$ cat config.mk
export PLATFORM = sky130hd
export DESIGN_NAME = hbp_host_byte_port
export DESIGN_NICKNAME = d
export VERILOG_FILES = /design/src/logic/hbp_pkg.sv /design/src/logic/hbp_host_byte_port.sv
export SDC_FILE = /design/constraint.sdc
export NUM_CORES = 1
export LEC_CHECK = 0
export BUFFER_PORTS_ARGS = -buffer_cell sky130_fd_sc_hd__buf_2
export CORE_MARGIN = 1.5
export CORE_UTILIZATION = 40
export DETAILED_ROUTE_END_ITERATION = 10
export GPL_TIMING_DRIVEN = 1
export PLACE_DENSITY_LB_ADDON = 0.05
export SLEW_MARGIN = 0
export SYNTH_ARGS = -nofsm -noshare
export SYNTH_HDL_FRONTEND = slang
export SYNTH_SLANG_ARGS = --single-unit
$ cat constraint.sdc
create_clock -name I_CORE_CLK -period 5.7 [get_ports I_CORE_CLK]
set_input_delay 0.285 -clock I_CORE_CLK [delete_from_list [all_inputs] [get_ports I_CORE_CLK]]
set_output_delay 0.285 -clock I_CORE_CLK [all_outputs]
set_load 0.02 [all_outputs]
$ cat src/logic/hbp_pkg.sv
// package: constants and carrier types for the host byte port
package hbp_pkg;
  localparam int HBP_BYTE_W = 8;
  localparam int HBP_REG_W  = 16;
  localparam int HBP_HI_MSB = 15;
  localparam int HBP_HI_LSB = 8;
  localparam int HBP_LO_MSB = 7;
  localparam int HBP_LO_LSB = 0;
  localparam logic HBP_SEL_STATUS = 1'h1;
  localparam logic HBP_SEL_HIGH   = 1'h1;
  localparam logic [15:0] HBP_DATA_RST = 16'h0000;
  localparam logic [7:0]  HBP_BYTE_RST = 8'h00;

  // access phase of the host strobes
  typedef enum logic [1:0] {
    HBP_IDLE  = 2'b00,
    HBP_READ  = 2'b01,
    HBP_WRITE = 2'b10
  } hbp_phase_e;

  // one inbound byte as it leaves the port
  typedef struct packed {
    logic                  high_half;
    logic [HBP_BYTE_W-1:0] data;
  } hbp_byte_s;
endpackage

$ cat src/logic/hbp_host_byte_port.sv
// host byte port: 8-bit host access to status and data registers
// Function
// RL1 - register select high connects the bus to the status register
// RL2 - select low: read returns outbound data, write loads inbound data
// RL3 - byte select high picks bits 15..8, low picks bits 7..0
// RL4 - data bus floats unless a host read is in progress
// RL5 - each transfer moves exactly one byte over the eight-bit path
// RL6 - host keeps select and address stable, one strobe at a time
`timescale 1ns/1ps
module hbp_host_byte_port
  import hbp_pkg::*;
(
  input  wire logic                  I_CORE_CLK,          // core clock
  input  wire logic                  I_RESET_N,           // async reset
  input  wire logic                  I_REG_SEL,           // register select
  input  wire logic                  I_BYTE_SEL,          // byte select
  input  wire logic                  I_CS_N,              // chip select
  input  wire logic                  I_RD_N,              // read strobe
  input  wire logic                  I_WR_N,              // write strobe
  input  wire logic [HBP_BYTE_W-1:0] I_HBUS,              // bus input
  output logic      [HBP_BYTE_W-1:0] O_HBUS,              // bus output
  output logic                       O_HBUS_OE,           // bus drive
  input  wire logic [HBP_REG_W-1:0]  I_STATUS,            // status word
  input  wire logic [HBP_REG_W-1:0]  I_OUT_DATA,          // outbound word
  output logic      [HBP_REG_W-1:0]  O_IN_DATA,           // inbound word
  output logic                       O_IN_VALID,          // byte valid
  output logic                       O_IN_HIGH,           // byte high half
  output logic      [HBP_BYTE_W-1:0] O_IN_BYTE,           // byte data
  input  wire logic                  I_IN_READY,          // core ready
  output logic                       O_WR_STALL           // buffer full
);

  // two-flop synchronisers for all host pins
  logic [4:0]            pin_s1_reg;
  logic [4:0]            pin_s2_reg;
  logic [HBP_BYTE_W-1:0] bus_s1_reg;
  logic [HBP_BYTE_W-1:0] bus_s2_reg;
  always_ff @(posedge I_CORE_CLK or negedge I_RESET_N) begin
    if (!I_RESET_N) begin
      pin_s1_reg <= 5'h1F;
      pin_s2_reg <= 5'h1F;
      bus_s1_reg <= HBP_BYTE_RST;
      bus_s2_reg <= HBP_BYTE_RST;
    end else begin
      pin_s1_reg <= {I_CS_N, I_RD_N, I_WR_N, I_REG_SEL, I_BYTE_SEL};
      pin_s2_reg <= pin_s1_reg;
      bus_s1_reg <= I_HBUS;
      bus_s2_reg <= bus_s1_reg;
    end
  end

  // decoded synchronised strobes
  wire cs_n     = pin_s2_reg[4];
  wire rd_n     = pin_s2_reg[3];
  wire wr_n     = pin_s2_reg[2];
  wire reg_sel  = pin_s2_reg[1];
  wire byte_sel = pin_s2_reg[0];
  wire rd_act   = !cs_n && !rd_n && wr_n;
  wire wr_act   = !cs_n && !wr_n && rd_n;

  // access phase tracking
  hbp_phase_e phase_reg;
  hbp_phase_e phase_next;
  always_comb begin
    phase_next = HBP_IDLE;
    case ({rd_act, wr_act})
      2'b10:   phase_next = HBP_READ;
      2'b01:   phase_next = HBP_WRITE;
      default: phase_next = HBP_IDLE;
    endcase
  end
  always_ff @(posedge I_CORE_CLK or negedge I_RESET_N) begin
    if (!I_RESET_N) phase_reg <= HBP_IDLE;
    else            phase_reg <= phase_next;
  end
  wire wr_start = (phase_next == HBP_WRITE) && (phase_reg != HBP_WRITE);

  // RL1 RL2 read source: status or outbound data
  wire [HBP_REG_W-1:0] rd_word =
    (reg_sel == HBP_SEL_STATUS) ? I_STATUS : I_OUT_DATA;
  // RL3 RL5 byte half of the selected word
  wire [HBP_BYTE_W-1:0] rd_byte = (byte_sel == HBP_SEL_HIGH)
    ? rd_word[HBP_HI_MSB:HBP_HI_LSB] : rd_word[HBP_LO_MSB:HBP_LO_LSB];

  // RL4 bus drive only during a read
  always_ff @(posedge I_CORE_CLK or negedge I_RESET_N) begin
    if (!I_RESET_N) begin
      O_HBUS    <= HBP_BYTE_RST;
      O_HBUS_OE <= 1'b0;
    end else begin
      O_HBUS    <= rd_byte;
      O_HBUS_OE <= (phase_next == HBP_READ);
    end
  end

  // read side checks: drive window and returned byte
  // RL4 no drive outside read
  bus_float_a: assert property ( // RL4
    @(posedge I_CORE_CLK) disable iff (!I_RESET_N)
    O_HBUS_OE |-> $past(rd_act))
    else $error("bus driven outside read");

  // RL4 read drives bus
  read_drive_a: assert property ( // RL4
    @(posedge I_CORE_CLK) disable iff (!I_RESET_N)
    rd_act |=> O_HBUS_OE)
    else $error("read not driven");

  // RL4 write keeps bus off
  write_float_a: assert property ( // RL4
    @(posedge I_CORE_CLK) disable iff (!I_RESET_N)
    wr_act |=> !O_HBUS_OE)
    else $error("bus driven during write");

  // RL1 status low byte
  status_read_a: assert property ( // RL1
    @(posedge I_CORE_CLK) disable iff (!I_RESET_N)
    rd_act && reg_sel == HBP_SEL_STATUS && byte_sel != HBP_SEL_HIGH
    |=> O_HBUS == $past(I_STATUS[HBP_LO_MSB:HBP_LO_LSB]))
    else $error("bad status byte");

  // RL3 status high byte
  status_high_a: assert property ( // RL3
    @(posedge I_CORE_CLK) disable iff (!I_RESET_N)
    rd_act && reg_sel == HBP_SEL_STATUS && byte_sel == HBP_SEL_HIGH
    |=> O_HBUS == $past(I_STATUS[HBP_HI_MSB:HBP_HI_LSB]))
    else $error("bad status high byte");

  // RL2 outbound high byte
  outbound_read_a: assert property ( // RL2
    @(posedge I_CORE_CLK) disable iff (!I_RESET_N)
    rd_act && reg_sel != HBP_SEL_STATUS && byte_sel == HBP_SEL_HIGH
    |=> O_HBUS == $past(I_OUT_DATA[HBP_HI_MSB:HBP_HI_LSB]))
    else $error("bad outbound byte");

  // RL3 outbound low byte
  outbound_low_a: assert property ( // RL3
    @(posedge I_CORE_CLK) disable iff (!I_RESET_N)
    rd_act && reg_sel != HBP_SEL_STATUS && byte_sel != HBP_SEL_HIGH
    |=> O_HBUS == $past(I_OUT_DATA[HBP_LO_MSB:HBP_LO_LSB]))
    else $error("bad outbound low byte");

  // two-entry buffer between host writes and inbound register
  hbp_byte_s buf_mem [2];
  logic      wp_reg;
  logic      rp_reg;
  logic [1:0] cnt_reg;
  wire        buf_full  = (cnt_reg == 2'h2);
  wire        buf_empty = (cnt_reg == 2'h0);
  // RL2 write to data register when select low
  wire        push = wr_start && (reg_sel != HBP_SEL_STATUS) && !buf_full;
  wire        pop  = !buf_empty && I_IN_READY;
  hbp_byte_s  push_item;
  assign push_item.high_half = (byte_sel == HBP_SEL_HIGH);
  assign push_item.data      = bus_s2_reg;
  assign O_IN_VALID = !buf_empty;
  assign O_IN_HIGH  = buf_mem[rp_reg].high_half;
  assign O_IN_BYTE  = buf_mem[rp_reg].data;
  assign O_WR_STALL = buf_full;

  // buffer pointers and storage
  always_ff @(posedge I_CORE_CLK or negedge I_RESET_N) begin
    if (!I_RESET_N) begin
      wp_reg     <= 1'b0;
      rp_reg     <= 1'b0;
      cnt_reg    <= 2'h0;
      buf_mem[0] <= '0;
      buf_mem[1] <= '0;
    end else begin
      if (push) buf_mem[wp_reg] <= push_item;
      if (push) wp_reg <= !wp_reg;
      if (pop)  rp_reg <= !rp_reg;
      cnt_reg <= cnt_reg + {1'b0, push} - {1'b0, pop};
    end
  end

  // write side checks: queueing, dropping, bounds
  // RL2 data write queues
  write_queue_a: assert property ( // RL2
    @(posedge I_CORE_CLK) disable iff (!I_RESET_N)
    wr_start && reg_sel != HBP_SEL_STATUS && buf_empty
    |=> O_IN_VALID && O_IN_BYTE == $past(bus_s2_reg))
    else $error("lost write");

  // RL1 status write dropped
  status_write_a: assert property ( // RL1
    @(posedge I_CORE_CLK) disable iff (!I_RESET_N)
    wr_start && reg_sel == HBP_SEL_STATUS && buf_empty && !I_IN_READY
    |=> !O_IN_VALID)
    else $error("status write queued");

  // RL5 full buffer keeps head
  full_drop_a: assert property ( // RL5
    @(posedge I_CORE_CLK) disable iff (!I_RESET_N)
    wr_start && reg_sel != HBP_SEL_STATUS && buf_full && !I_IN_READY
    |=> O_WR_STALL && O_IN_BYTE == $past(O_IN_BYTE))
    else $error("full buffer overwritten");

  // RL5 buffer never overflows
  buf_bound_a: assert property ( // RL5
    @(posedge I_CORE_CLK) disable iff (!I_RESET_N)
    cnt_reg <= 2'h2)
    else $error("buffer overflow");

  // RL3 inbound register half update on drain
  always_ff @(posedge I_CORE_CLK or negedge I_RESET_N) begin
    if (!I_RESET_N) begin
      O_IN_DATA <= HBP_DATA_RST;
    end else if (pop) begin
      if (O_IN_HIGH) O_IN_DATA[HBP_HI_MSB:HBP_HI_LSB] <= O_IN_BYTE;
      else           O_IN_DATA[HBP_LO_MSB:HBP_LO_LSB] <= O_IN_BYTE;
    end
  end

  // drain checks: popped byte lands in its half
  // RL3 high half lands
  high_land_a: assert property ( // RL3
    @(posedge I_CORE_CLK) disable iff (!I_RESET_N)
    pop && O_IN_HIGH
    |=> O_IN_DATA[HBP_HI_MSB:HBP_HI_LSB] == $past(O_IN_BYTE))
    else $error("bad high half");

  // RL3 low half lands
  low_land_a: assert property ( // RL3
    @(posedge I_CORE_CLK) disable iff (!I_RESET_N)
    pop && !O_IN_HIGH
    |=> O_IN_DATA[HBP_LO_MSB:HBP_LO_LSB] == $past(O_IN_BYTE))
    else $error("bad low half");

  // main scenarios: read, status read, queued write, full, dropped write
  cover property (@(posedge I_CORE_CLK) disable iff (!I_RESET_N) rd_act);
  cover property (@(posedge I_CORE_CLK) disable iff (!I_RESET_N) push);
  cover property (@(posedge I_CORE_CLK) disable iff (!I_RESET_N) buf_full);
  cover property (@(posedge I_CORE_CLK) disable iff (!I_RESET_N)
    rd_act && reg_sel == HBP_SEL_STATUS);
  cover property (@(posedge I_CORE_CLK) disable iff (!I_RESET_N)
    wr_start && buf_full);
endmodule

; ---- Word-level counts from Yosys, hierarchy flattened
; Cells that the tools add are included.
[totals]
out_inout_bits = 36
ff_bits = 75
wordCells = 59
[op_classes]
n_reduce_logical = 19
magnitude_cmp = 3
eq_ne = 6
bitwise_logic = 4
n_mux = 9
add_sub_neg = 2
[op_table]
columns = op, n
row1 = 2-to-1 mux 9 bit, 4
row2 = bitwise mux 18 bit, 1
row3 = 2-to-1 mux 16 bit, 1
row4 = demux 9 bit (select 1 bit), 1
row5 = logical AND 1 bit, 9
row6 = 2-to-1 mux 8 bit, 1
row7 = logical NOT 1 bit, 7
row8 = "equality test 2 bit, second input constant", 3
row9 = "equality test 2 x 1 -> 1 bit, second input constant", 2
row10 = ">= comparator 2 bit, second input constant", 2
row11 = inverter 1 -> 2 bit, 2
row12 = case mux 2 bit (2 select lines), 1
row13 = AND reduction 2 bit, 2
row14 = adder 2 x 1 -> 2 bit, 1
row15 = logical NOT 2 bit, 1
row16 = "less-than comparator 2 x 1 -> 1 bit, second input constant", 1
row17 = "inequality test 2 bit, second input constant", 1
row18 = inverter 1 bit, 2
row19 = subtractor 2 x 1 -> 2 bit, 1

; ---- Logic depth before layout (Yosys ltp)
[depth]
word_depth = 11
ltp_mapped = 8
depth_no_buf = 7

; ---- Worst setup path before layout
; Ideal clock, no wire load.
[synth_timing]
kind = register to register
from = reg pin_s2_reg[1]
to = reg cnt_reg[1]
stages_incl_launch_ff = 9
n_path_buf = 1
slack_ps = 3374
period_less_slack_ps = 2326
t_arrival_ps = 2203
path_cell_list = dfstp_2 buf_6 or4b_4 or3_2 ha_1 inv_1 ha_1 xnor2_1 xnor2_1
[synth_between]
elab_chain_len = 5
[synth_rtl]
columns = item, line_no
row1 = from (decl), hbp_host_byte_port.sv:35  ; logic [4:0] pin_s2_reg;
row2 = from (signal assigned), hbp_host_byte_port.sv:46  ; pin_s2_reg <= pin_s1_reg;
row3 = inverter 1 bit, hbp_host_byte_port.sv:151  ; wire push = wr_start && (reg_sel != HBP_SEL_STATUS) && !buf_full;
row4 = logical AND 1 bit (2 in a row), hbp_host_byte_port.sv:151
row5 = adder 2 x 1 -> 2 bit, hbp_host_byte_port.sv:173  ; cnt_reg <= cnt_reg + {1'b0, push} - {1'b0, pop};
row6 = subtractor 2 x 1 -> 2 bit, hbp_host_byte_port.sv:173
row7 = to (signal assigned), hbp_host_byte_port.sv:173
row8 = to (decl), hbp_host_byte_port.sv:147  ; logic [1:0] cnt_reg;
; No other way between the ends.
; A chain may end at the register's enable or synchronous reset.

; ---- Worst setup path after layout
[layout_timing]
from = reg pin_s2_reg[3]
to = reg cnt_reg[1]
[layout_between]
elab_chain_len = 11
elab_cells_between_ends = 13
classes_between = 2 x add/sub / 3 x eq/ne / 1 x mux / 7 x reduce/logical
[layout_rtl]
columns = item, line_no
row1 = logical NOT 1 bit, hbp_host_byte_port.sv:58  ; wire rd_act = !cs_n && !rd_n && wr_n;
row2 = logical AND 1 bit (2 in a row), hbp_host_byte_port.sv:58
row3 = equality test 2 x 1 -> 1 bit or equality test 2 bit (tied branches), hbp_host_byte_port.sv:66  ; case ({rd_act, wr_act})
row4 = case mux 2 bit (2 select lines) *, hbp_host_byte_port.sv:66
row5 = equality test 2 bit *, hbp_host_byte_port.sv:76  ; wire wr_start = (phase_next == HBP_WRITE) && (phase_reg != HBP_WRITE);
row6 = logical AND 1 bit *, hbp_host_byte_port.sv:76
row7 = logical AND 1 bit * (2 in a row), hbp_host_byte_port.sv:151
row8 = adder 2 x 1 -> 2 bit *, hbp_host_byte_port.sv:173
row9 = subtractor 2 x 1 -> 2 bit *, hbp_host_byte_port.sv:173
; Mark *: on every way between the ends. The rest lies on a longest branch, timed or not.

==> reports/metrics.cfg <==
[run_status]
status = completed

[timing]
finalMaxSlewViolations = 0
period_needed_ps = 2370
max_freq_mhz = 422
finalHoldViolations = 0
fin_worst_skew_ps = 7.17
relSlewSlack_pct = 40.3
setup_viol = 0
rsz0062_at_grt = false
fin_tns_setup_ps = 0
finalCritPeriodShare_pct = 41.6
worstMarginPinSlew_ps = 896

[logic_synthesis]
synth_seq_cells = 74
postSynthAreaPerCell_sq_um = 18.7
synthTopCellsByCount = 64 x dfrtp_1, 34 x mux2_2, 10 x dfstp_2, 9 x mux2_4, 8 x mux4_1
synth_fp_nets = 200
synthCells = 150
synth_top_cell_by_area = dfrtp_1
ys_async_sr_fraction_pct = 100
syn_area_sq_um = 2800
yosysWarnings = 0
yosys.cell_types.count = 20
synthFlopType = dfrtp_1
synth-edff-count = 0
yosys.area.top_type_share_pct = 57.1
seq_area_frac_synth_pct = 66.5
synth_most_common_cell = dfrtp_1
synthTopCellsByArea = dfrtp_1 57%, mux2_2 14%, dfstp_2 9.4%

[routing]
routed_wl_um = 4820
drt-initial-drc-count = 51
wl_per_cell_um = 14.2
via_count = 1598
dr.pass1.iters = 2
drc_errors = 0
viasPerCell = 4.71
detail-route-antenna-nets = 0

[clocking]
worstSkewPairLatency_ps = 330
cts_sinks = 74
clk_transition_reported_paths_ps = 70
cts_buffer_depth = 2
numCtsBuffers = 9
cts_tree = yes
ctsResizeCount = 0
cts-root-buf = clkbuf_8
cts_hold_buf = 0
h-tree-depth = 3
post_cts_buffers = 0

[cells_and_area]
antennaDiodeCount = 0
final_util_pct = 51.5
syn_to_final_growth_pct = 24.8
nets = 289
layout.cells.non_filler = 339
reg.largest.list = buf_mem: 18 flops, O_IN_DATA: 16 flops
largest_register_ffs = 18
regMostFlops = buf_mem
fill_cells = 589
drive_gt1_share_pct = 64.6

[grt]
globalRouteTotalUtil_pct = 13.6
grt_pass1_wl_um = 7680
antenna_found_initial = 0
gr-total-overflow = 0
grt_pass1_vias = 1612
grt_max_degree = 75

[worst_setup_path]
cp.required_ps = 5950
worstSetupPathType = reg -> reg
worst_setup_path_start_kind = flip-flop
r2r_start = pin_s2_reg[3]
path_cells = or4b_4, or3_2, ha_1, inv_1, ha_1, xnor2_1, xnor2_1
max_stage_delay_ps = 540
path_max_fanout = 3
cp_slowest_cell = dfstp_2
reg2reg_depth = 7
r2r_end = cnt_reg[1]
reg2reg_setup_slack_ps = 3330
critical_path_arrival_ps = 2620
cp-end-kind = flip-flop

[floorplan]
start_util_pct = 41.3
fp.dieH_um = 86.7
std_cell_rows = 30
dieArea_sq_um = 7520
io_pins = 84
die_w_um = 86.7
coreArea_sq_um = 6790

[min_path]
hold_path_class = in -> reg
min_to = pin_s1_reg[1]
hold_depth = 1
hp-start = I_REG_SEL

[pwr]
peakVddDrop_uv = 128
p_leak_nw = 1.71
p_per_area_nw_per_um2 = 497

[place]
dp.final_hpwl_um = 3360
dp.cells = 324
io_buffers = 83
gp_congestion = 0.628

[job]
cap_violations = 0

[critical path: cells and delay by family, from the launching register on]
family,cells,cell delay (ps)
xor+xnor,2,310
simple gates,2,940
buf+inv,1,40
fa+ha+maj,2,470
flops,1,540
[layout make-up]
cell class                 count  area, sq um  share of cell area (%)
clock buffer                  10          138                    3.93
clock inverter                 5         55.1                    1.57
inverter                       2         7.51                   0.215
multi-input combinational     69          896                    25.6
sequential                    74         1860                    53.3
tap                           96          120                    3.43
timing repair buffer          83          418                    11.9
[power by group]
| part | internal [mW] | total [mW] | switching (mW) |
|---|---|---|---|
| logic | 0.292 | 0.593 | 0.301 |
| registers | 0.671 | 0.760 | 0.0893 |
| clock network | 0.210 | 0.387 | 0.177 |
| total | 1.17 | 1.74 | 0.568 |
[worst max path at each step]
stage | startpoint | endpoint | slack (ps) | depth (start not counted)
6_report | pin_s2_reg[3] | cnt_reg[1] | 3330 | 7
5_1_grt | pin_s2_reg[1] | cnt_reg[1] | 3160 | 7
4_1_cts | pin_s2_reg[3] | cnt_reg[1] | 3310 | 7
3_5_place_dp | pin_s2_reg[1] | cnt_reg[1] | 3320 | 7
3_3_place_gp | pin_s2_reg[1] | cnt_reg[1] | 3380 | 7
2_1_floorplan | pin_s2_reg[1] | cnt_reg[1] | 3370 | 8
[routing by layer]
| layer | wire length (um) | vias up | global-route usage, % |
|---|---|---|---|
| met5 | 0 | - | 0 |
| met4 | 64 | 0 | 6.01 |
| met3 | 303 | 7 | 3.90 |
| met2 | 2430 | 68 | 22.9 |
| met1 | 2020 | 805 | 16.4 |
| li1 | - | 718 | - |
[placed cells by master, fill, tap and decap left out, types with 2 or more instances in the layout]
cell type / n
clkbuf_8: 10
dfrtp_1: 64
xnor2_1: 4
nor3b_1: 2
buf_2: 82
mux4_1: 8
or4b_4: 2
ha_1: 2
mux2_2: 34
clkinvlp_4: 2
inv_1: 2
clkinv_2: 2
dfstp_2: 10
nor2b_1: 2
mux2_4: 9
[logic make-up (layout without fill, tap and decap cells)]
kind of cell | Yosys count | in the layout | share of synthesized area (%)
DFF | 74 | 74 | 66.5
muxes | 51 | 51 | 26.0
and+or+nand+nor | 11 | 11 | 3.66
buffers and inverters | 7 | 100 | 1.52
xor gates and xnor gates | 4 | 4 | 1.25
adders and majority gates | 2 | 2 | 0.893
AOI/OAI and AO/OA | 1 | 1 | 0.178
[through the flow]
stage	power [mW]	instance area [sq um]	setup WS [ps]	hold slack [ps]
after floorplan	1.18	2800	3370	-10.6
after global placement	1.35	3310	3380	335
after detailed placement	1.37	3310	3320	336
after CTS	1.77	3500	3310	36.9
after global routing	1.85	3500	3160	32.6
final	1.74	3500	3330	54.6
No activity file was read; power rests on OpenSTA's default activity.
